===== config.mk =====
export PLATFORM = sky130hd
export DESIGN_NAME = cbt_core
export DESIGN_NICKNAME = d
export VERILOG_FILES = /design/src/hw/cbt_pkg.sv /design/src/hw/cbt_core.sv
export VERILOG_INCLUDE_DIRS = /design/src /design/src/hw
export SDC_FILE = /design/constraint.sdc
export NUM_CORES = 1
export LEC_CHECK = 0
export ABC_AREA = 1
export ABC_CLOCK_PERIOD_IN_PS = 8780
export BUFFER_PORTS_ARGS = -buffer_cell sky130_fd_sc_hd__buf_2
export CAP_MARGIN = 40
export CORE_ASPECT_RATIO = 1.4
export CORE_MARGIN = 10
export CORE_UTILIZATION = 60
export DETAILED_ROUTE_END_ITERATION = 8
export PLACE_DENSITY = 0.8
export SLEW_MARGIN = 25
export SYNTH_ARGS = -nofsm -noshare
export SYNTH_HDL_FRONTEND = slang
export SYNTH_SLANG_ARGS = --single-unit

===== constraint.sdc =====
create_clock -name MCLK -period 8.78 [get_ports MCLK]
set_input_delay 0.439 -clock MCLK [delete_from_list [all_inputs] [get_ports MCLK]]
set_output_delay 0.439 -clock MCLK [all_outputs]
set_load 0.05 [all_outputs]

===== src/hw/cbt_map.svh =====
// Offsets, field positions, reset values and timing counts of the chain bring-up block.
// Assumes a 100 MHz core clock and APB word addressing (byte address is four times the index).
`ifndef CBT_MAP_SVH
`define CBT_MAP_SVH

// ****************************************
// Register indices
// ****************************************
`define CBT_IDX_CTRL 14'h0010
`define CBT_IDX_TO_SHORT 14'h0011
`define CBT_IDX_TO_LONG 14'h0012
`define CBT_IDX_TO_STAT 14'h0013
`define CBT_IDX_DBG_UNLOCK 14'h0020
`define CBT_IDX_DBG_CTRL 14'h0021
`define CBT_IDX_DBG_STAT 14'h0022
`define CBT_IDX_INIT_CHECK 14'h2001

// ****************************************
// Field positions
// ****************************************
`define CBT_CTRL_SEND_WAKE 0
`define CBT_CTRL_DIR_SEL 5
`define CBT_LONG_ACTION 16
`define CBT_STAT_SHORT 0
`define CBT_STAT_LONG 1

// ****************************************
// Values and reset values
// ****************************************
`define CBT_INIT_CHECK_VAL 32'h0000_0014
`define CBT_DBG_KEY 8'ha5
`define CBT_TO_SHORT_RST 16'h0000
`define CBT_TO_LONG_RST 17'h00000
`define CBT_DBG_CTRL_RST 8'h0f

// ****************************************
// Timing
// ****************************************
`define CBT_CLK_MHZ 100
`define CBT_RECONF_TIME_US 100
`define CBT_RECONF_CYCLES (`CBT_RECONF_TIME_US * `CBT_CLK_MHZ)
`define CBT_TICK_TIME_US 1000
`define CBT_TICK_CYCLES (`CBT_TICK_TIME_US * `CBT_CLK_MHZ)

`endif


===== src/hw/cbt_pkg.sv =====
// Types shared by the chain bring-up and timeout block.
// Assumes nothing of its surroundings.
`default_nettype none

package cbt_pkg;
  typedef enum logic [1:0] {
    CBT_ACTIVE = 2'h0,
    CBT_SLEEP = 2'h1,
    CBT_SHUTDOWN = 2'h3
  } cbt_pwr_t;

  typedef struct packed {
    logic host_ok;
    logic chain_ok;
  } cbt_frame_t;

  typedef struct packed {
    logic [1:0] host_baud;
    logic [1:0] chain_baud;
    logic north_tx;
    logic north_rx;
    logic south_tx;
    logic south_rx;
  } cbt_dbg_t;
endpackage

`default_nettype wire

===== src/hw/cbt_core.sv =====
// Bridge chain control, two communication timeout supervisors and debug access behind APB.
// Assumes power mode and frame-valid pulses come from logic on MCLK; link status likewise.
`include "cbt_map.svh"
`default_nettype none

// Contract
// - Bridge register 0x2001 reads 0x14 after initialisation.
// - Active device runs short and long timers; short flags, long requests sleep or shutdown.
// - Timers measure time without a valid host or chain frame.
// - Shutdown clears both timers; sleep freezes their counts.
// - Any valid command or response frame restarts counting.
// - Debug unlock gates baud and port controls; link status always readable.
module cbt_core #(
  parameter int unsigned TICK_CYCLES = `CBT_TICK_CYCLES,
  parameter int unsigned RECONF_CYCLES = `CBT_RECONF_CYCLES
) (
  // Clock and reset.
  input wire logic MCLK,
  input wire logic RST,
  // APB slave.
  input wire logic PSEL,
  input wire logic PENABLE,
  input wire logic PWRITE,
  input wire logic [15:0] PADDR,
  input wire logic [31:0] PWDATA,
  output logic [31:0] PRDATA,
  output logic PREADY,
  output logic PSLVERR,
  // Power mode, frame events and link status.
  input wire cbt_pkg::cbt_pwr_t PWR_MODE,
  input wire cbt_pkg::cbt_frame_t FRAME_OK,
  input wire logic [7:0] LINK_STAT,
  // Chain controls and supervisor outputs.
  output logic SEND_WAKE,
  output logic DIR_SEL,
  output logic RECONF_BUSY,
  output logic COMM_FAULT,
  output logic SLEEP_REQ,
  output logic SHUTDOWN_REQ,
  // Debug controls.
  output logic DEBUG_ACTIVE,
  output cbt_pkg::cbt_dbg_t DBG_CTRL
);
  import cbt_pkg::*;

  // ****************************************
  // Bus decode
  // ****************************************
  logic [13:0] idx;
  logic acc;
  logic wr;
  logic mapped;
  logic [31:0] next_rdata;
  logic [15:0] short_period;
  logic [16:0] long_cfg;
  logic long_expired;
  logic [7:0] dbg_reg;
  logic [16:0] presc;
  logic [15:0] cnt [2];
  logic [1:0] fired;
  logic [1:0] fire;
  logic [13:0] reconf_cnt;
  logic frame_any;
  logic tick;

  assign idx = PADDR[15:2];
  assign acc = PSEL && PENABLE && PREADY;
  assign wr = acc && PWRITE;
  assign frame_any = FRAME_OK.host_ok || FRAME_OK.chain_ok;

  always_comb begin
    mapped = 1'b1;
    next_rdata = 32'h0000_0000;
    case (idx)
      `CBT_IDX_CTRL: next_rdata[`CBT_CTRL_DIR_SEL] = DIR_SEL;
      `CBT_IDX_TO_SHORT: next_rdata[15:0] = short_period;
      `CBT_IDX_TO_LONG: next_rdata[16:0] = long_cfg;
      `CBT_IDX_TO_STAT: begin
        next_rdata[`CBT_STAT_SHORT] = COMM_FAULT;
        next_rdata[`CBT_STAT_LONG] = long_expired;
        next_rdata[2] = RECONF_BUSY;
      end
      `CBT_IDX_DBG_UNLOCK: next_rdata[0] = DEBUG_ACTIVE;
      `CBT_IDX_DBG_CTRL: next_rdata[7:0] = dbg_reg;
      `CBT_IDX_DBG_STAT: next_rdata[7:0] = LINK_STAT;
      `CBT_IDX_INIT_CHECK: next_rdata = `CBT_INIT_CHECK_VAL;
      default: mapped = 1'b0;
    endcase
  end

  // Answer in the second access cycle with registered data.
  always_ff @(posedge MCLK or posedge RST) begin
    if (RST) begin
      PREADY <= 1'b0;
      PRDATA <= 32'h0000_0000;
      PSLVERR <= 1'b0;
    end else begin
      PREADY <= PSEL && PENABLE && !PREADY;
      if (PSEL && PENABLE && !PREADY) begin
        PRDATA <= PWRITE ? 32'h0000_0000 : next_rdata;
        PSLVERR <= !mapped;
      end else begin
        PSLVERR <= 1'b0;
      end
    end
  end

  // ****************************************
  // Chain control
  // ****************************************
  always_ff @(posedge MCLK or posedge RST) begin
    if (RST) begin
      SEND_WAKE <= 1'b0;
      DIR_SEL <= 1'b0;
      RECONF_BUSY <= 1'b0;
      reconf_cnt <= 14'h0000;
    end else begin
      SEND_WAKE <= wr && idx == `CBT_IDX_CTRL && PWDATA[`CBT_CTRL_SEND_WAKE];
      if (wr && idx == `CBT_IDX_CTRL) begin
        DIR_SEL <= PWDATA[`CBT_CTRL_DIR_SEL];
      end
      // A direction change holds the busy bit while the ports reconfigure.
      if (wr && idx == `CBT_IDX_CTRL && PWDATA[`CBT_CTRL_DIR_SEL] != DIR_SEL) begin
        reconf_cnt <= 14'(RECONF_CYCLES);
        RECONF_BUSY <= 1'b1;
      end else if (reconf_cnt != 14'h0000) begin
        reconf_cnt <= reconf_cnt - 14'h0001;
        RECONF_BUSY <= reconf_cnt != 14'h0001;
      end
    end
  end

  // ****************************************
  // Timeout configuration
  // ****************************************
  always_ff @(posedge MCLK or posedge RST) begin
    if (RST) begin
      short_period <= `CBT_TO_SHORT_RST;
      long_cfg <= `CBT_TO_LONG_RST;
    end else if (wr && idx == `CBT_IDX_TO_SHORT) begin
      short_period <= PWDATA[15:0];
    end else if (wr && idx == `CBT_IDX_TO_LONG) begin
      long_cfg <= PWDATA[16:0];
    end
  end

  // ****************************************
  // Timeout supervisors
  // ****************************************
  assign tick = PWR_MODE == CBT_ACTIVE && presc == 17'(TICK_CYCLES - 1);

  // The prescaler freezes in sleep so a sleeping count resumes in phase; shutdown clears it.
  always_ff @(posedge MCLK or posedge RST) begin
    if (RST) begin
      presc <= 17'h00000;
    end else if (PWR_MODE == CBT_SHUTDOWN || frame_any) begin
      presc <= 17'h00000;
    end else if (PWR_MODE == CBT_ACTIVE) begin
      presc <= tick ? 17'h00000 : presc + 17'h00001;
    end
  end

  always_comb begin
    for (int i = 0; i < 2; i++) begin
      fire[i] = tick && !fired[i] && !frame_any && (i == 0 ? short_period : long_cfg[15:0]) != 16'h0000 &&
                cnt[i] + 16'h0001 >= (i == 0 ? short_period : long_cfg[15:0]);
    end
  end

  // A zero period disables that supervisor; an expired one stays put until a frame arrives or shutdown clears it.
  always_ff @(posedge MCLK or posedge RST) begin
    if (RST) begin
      cnt[0] <= 16'h0000;
      cnt[1] <= 16'h0000;
      fired <= 2'b00;
    end else begin
      for (int i = 0; i < 2; i++) begin
        if (PWR_MODE == CBT_SHUTDOWN || frame_any) begin
          cnt[i] <= 16'h0000;
          fired[i] <= 1'b0;
        end else if (fire[i]) begin
          fired[i] <= 1'b1;
        end else if (tick && !fired[i]) begin
          cnt[i] <= cnt[i] + 16'h0001;
        end
      end
    end
  end

  // Expiry flags are write-one-to-clear; a new expiry wins over a clear.
  always_ff @(posedge MCLK or posedge RST) begin
    if (RST) begin
      COMM_FAULT <= 1'b0;
      long_expired <= 1'b0;
      SLEEP_REQ <= 1'b0;
      SHUTDOWN_REQ <= 1'b0;
    end else begin
      if (fire[0]) begin
        COMM_FAULT <= 1'b1;
      end else if (wr && idx == `CBT_IDX_TO_STAT && PWDATA[`CBT_STAT_SHORT]) begin
        COMM_FAULT <= 1'b0;
      end
      if (fire[1]) begin
        long_expired <= 1'b1;
      end else if (wr && idx == `CBT_IDX_TO_STAT && PWDATA[`CBT_STAT_LONG]) begin
        long_expired <= 1'b0;
      end
      SLEEP_REQ <= fire[1] && !long_cfg[`CBT_LONG_ACTION];
      SHUTDOWN_REQ <= fire[1] && long_cfg[`CBT_LONG_ACTION];
    end
  end

  // ****************************************
  // Debug access
  // ****************************************
  always_ff @(posedge MCLK or posedge RST) begin
    if (RST) begin
      DEBUG_ACTIVE <= 1'b0;
      dbg_reg <= `CBT_DBG_CTRL_RST;
      DBG_CTRL <= cbt_dbg_t'(`CBT_DBG_CTRL_RST);
    end else begin
      if (wr && idx == `CBT_IDX_DBG_UNLOCK) begin
        DEBUG_ACTIVE <= PWDATA[7:0] == `CBT_DBG_KEY;
      end
      if (wr && idx == `CBT_IDX_DBG_CTRL && DEBUG_ACTIVE) begin
        dbg_reg <= PWDATA[7:0];
      end
      DBG_CTRL <= DEBUG_ACTIVE ? cbt_dbg_t'(dbg_reg) : cbt_dbg_t'(`CBT_DBG_CTRL_RST);
    end
  end

  // ****************************************
  // Checks
  // ****************************************
  property p_init_check;
    @(posedge MCLK) disable iff (RST)
    PSEL && PENABLE && PREADY && !PWRITE && idx == `CBT_IDX_INIT_CHECK |-> PRDATA == 32'h0000_0014;
  endproperty
  a_init_check: assert property (p_init_check) else $error("init check register not 0x14");

  property p_short_flag;
    @(posedge MCLK) disable iff (RST)
    fire[0] |=> COMM_FAULT && fired[0];
  endproperty
  a_short_flag: assert property (p_short_flag) else $error("short expiry did not flag fault");

  property p_long_req;
    @(posedge MCLK) disable iff (RST)
    fire[1] |=> (SLEEP_REQ ^ SHUTDOWN_REQ) ##1 !SLEEP_REQ && !SHUTDOWN_REQ;
  endproperty
  a_long_req: assert property (p_long_req) else $error("long expiry request not a single pulse");

  property p_chain_frame;
    @(posedge MCLK) disable iff (RST)
    FRAME_OK.chain_ok && !FRAME_OK.host_ok |=> cnt[0] == 16'h0000 && cnt[1] == 16'h0000 && fired == 2'b00;
  endproperty
  a_chain_frame: assert property (p_chain_frame) else $error("chain frame did not restart timers");

  property p_shutdown_clear;
    @(posedge MCLK) disable iff (RST)
    PWR_MODE == CBT_SHUTDOWN |=> cnt[0] == 16'h0000 && cnt[1] == 16'h0000 && presc == 17'h00000;
  endproperty
  a_shutdown_clear: assert property (p_shutdown_clear) else $error("timers not cleared in shutdown");

  property p_sleep_freeze;
    @(posedge MCLK) disable iff (RST)
    PWR_MODE == CBT_SLEEP && !frame_any |=> $stable(cnt[0]) && $stable(cnt[1]) && $stable(presc);
  endproperty
  a_sleep_freeze: assert property (p_sleep_freeze) else $error("timers moved in sleep");

  property p_host_frame;
    @(posedge MCLK) disable iff (RST)
    FRAME_OK.host_ok |=> presc == 17'h00000 && cnt[0] == 16'h0000 && !SLEEP_REQ && !SHUTDOWN_REQ;
  endproperty
  a_host_frame: assert property (p_host_frame) else $error("host frame did not restart timers");

  property p_debug_lock;
    @(posedge MCLK) disable iff (RST)
    !DEBUG_ACTIVE ##1 !DEBUG_ACTIVE |-> DBG_CTRL == cbt_dbg_t'(`CBT_DBG_CTRL_RST);
  endproperty
  a_debug_lock: assert property (p_debug_lock) else $error("debug controls moved while locked");
endmodule

`default_nettype wire


==> metrics.txt <==
utilization after layout 0.688; top cells by count, synth nand2_1, inv_1, dfrtp_1, nor2_1, nand3_1; switch share 0.238; WL final 22.0 mm; Reg with most FFs cnt; Die Ht 160 um; startpoint types register; Req. time, crit path 9.09 ns; worst slew pin tran 0.685 ns; Post-CTS Setup Repair Bufs 0; Iteration-0 DRC Markers 603; WL per Instance 15.7 um; chip width 120 um; Num CTS Buffers 17; drt drc 0; Crit path top cell by count nand2_1; Synth top area share 0.396; final instance area roughly 0.0095 mm^2; area leader, netlist dfrtp_1; internal cell power 1120 uW; Max-Cap Viols 0; CTS tree built; Vias around 7700; post-route ant nets 0; Pre-Repair DR Iteration Count 7; endpoint class of the critical path register; clock sink count 141; most common cell in the synthesized netlist nand2_1; Final Max Tran Viols 0; r2r setup slk 5.30 ns; Lkg Pwr between 0.004 and 0.005 uW; Fmax 288 MHz; Final Hold Fails 0; number of global-route vias before repair roughly 8000; clock share of power 0.507; CP Class register to register; diode count 0; FP Rows 51; status complete, no violations; worst vdd rail ir drop 118 uV; fin crit period 3.48 ns; Ports about 110; clk_lat worst skew 0.43 ns; final setup vio count 0; Seq/Total Area, Yosys 0.421; Distinct cells, synth 38; Post-synth EDFFs 0; hold buffers post-CTS 0; nets@finish between 1000 and 1500; Total Power 1470 uW; CTS clock-pin slew for the worst setup and hold paths ~0.06 ns; part of the cycle the worst path needs 0.396; P_sw 349 uW; initial core utilization 0.607; Avg Vias per Cell 5.50; CTS resizes 0; Max stage delay on crit path 0.44 ns; Longest Clk Path Bufs 2; area grow syn2layout 13.2%; FF-to-FF path depth 17; critical path, cell by cell ha_1 -> nand2_1 -> inv_1 -> nand2_1 -> nor2_1 -> nand2_1 -> o21ai_0 -> nand2_1 -> ha_1 -> nand2_1 -> o21ai_0 -> a21oi_1 -> nand2_1 -> nand2_2 -> nand2_2 -> nand3_1 -> nand2_1; max reg flops 32; Post-Route Setup TNS 0 ns; PwrDens 154 mW/mm^2; RSZ-0062 raised after global routing no; Min-Delay Path Class input port to asynchronous set/reset pin; CTS H-Tree Depth 4; layout cells sized above 1 0.126; ys flop type dfrtp_1; sequential share of power 0.444; largest net degree at the start of global routing 67; critical path arrival 3.79 ns; Slowest cell on crit path dfrtp_1; r2r startpoint cnt[0]; dpl cell area just under 0.009 mm^2; synthesized instance count 1123; Crit Path Max Fanout 19; IO Port Bufs 81; first-pass GRT wire length between 30 and 40 mm; Setup Skew between 0.004 and 0.005 ns; ys async rst share 1.00; synthesized flop and latch total 141; warnings from Yosys 0; DP Wirelength 16.1 mm; core area 0.0138 mm^2; clock root buffer clkbuf_16; synth top area cells dfrtp_1, nand2_1, inv_1; gr ovfl total 0; reg2reg end cnt[14]; relative slew slack 0.543; Final GP Congestion 0.914; synthesized area 0.00841 mm^2; die area 0.0192 mm^2; Mean Syn Cell Area 7.49 um^2; antenna violations before repair 0; Comb power frac 0.048; GRT Total Usage 0.235
## power groups by stage
stage          Combinational, uW  Sequential (uW)  Clock (uW)
6_report                    70.8              653         746
5_1_grt                     78.3              653         784
4_1_cts                     70.9              653         753
3_5_place_dp                70.7              665           0
3_3_place_gp                68.5              665           0
2_1_floorplan               49.4              667           0
## cells in the final DEF, fill, tap and decap left out, types with 2 or more instances in the layout
cell,count
o21ai_2,8
a21oi_1,23
clkinv_1,3
o22ai_1,8
bufinv_16,3
o31ai_1,3
nand3_1,94
conb_1,15
inv_6,4
nor3_1,21
xnor2_1,6
o21ai_0,62
dfrtp_1,133
nor3_2,2
o211ai_1,2
nand2_2,6
clkbuf_16,17
nand2_1,285
xor2_1,25
inv_1,163
nor2_1,102
buf_2,81
nor3b_1,2
clkinv_2,5
buf_4,5
nand4_1,71
clkinv_4,2
nor2_2,5
ha_1,37
dfstp_2,8
## area by class of cell
cell class              count  area, um^2
flip-flops and latches    141        3540
well taps                 185         231
repair buffers             87         463
fillers                  1211        4330
multi-input cells         787        4050
inverters                 167         632
clock inverters            14         166
clock buffers              18         439
## metrics by stage
step,hold slack [ns],instances,setup slack [ns]
final,0.100,1399,5.30
after global routing,0.138,1399,5.07
after CTS,0.108,1399,5.39
after detailed placement,0.457,1367,5.47
after global placement,0.459,1365,5.55
after floorplan,0.436,1137,4.57
## cell families (layout without fill, tap and decap cells)
family | count (synthesis) | after routing | synth area share
and+or+nand+nor | 593 | 593 | 0.313
buffers and inverters | 209 | 286 | 0.104
other | 1 | 15 | 0.000446
adders and majority gates | 37 | 37 | 0.0551
DFF | 141 | 141 | 0.421
xor gates and xnor gates | 31 | 31 | 0.0323
AOI/OAI and AO/OA | 110 | 110 | 0.0729
muxes | 1 | 1 | 0.00134
## worst max-delay path: cells and delay by family (launching register included)
family | cells | cell delay (ns)
DFF | 1 | 0.44
AOI/OAI and AO/OA | 3 | 0.40
buffers and inverters | 1 | 0.14
and+or+nand+nor | 11 | 1.88
adders and majority gates | 2 | 0.48
## worst max path at each step
stage,startpoint,to,slack (ns),cells past startpoint
3_3_place_gp,cnt[0],cnt[8],5.55,17
4_1_cts,cnt[0],cnt[14],5.39,17
3_5_place_dp,cnt[0],cnt[3],5.47,17
2_1_floorplan,RST,COMM_FAULT,4.57,1
6_report,cnt[0],cnt[14],5.30,17
5_1_grt,cnt[0],cnt[14],5.07,17
## routing by layer
layer	global-route usage	vias to the layer above	wire length, um
met5	0	-	0
met3	0.0526	62	1170
li1	-	3780	-
met1	0.273	3598	8700
met4	0.127	0	967
met2	0.392	248	11200
No activity file was read; power rests on OpenSTA's default activity.
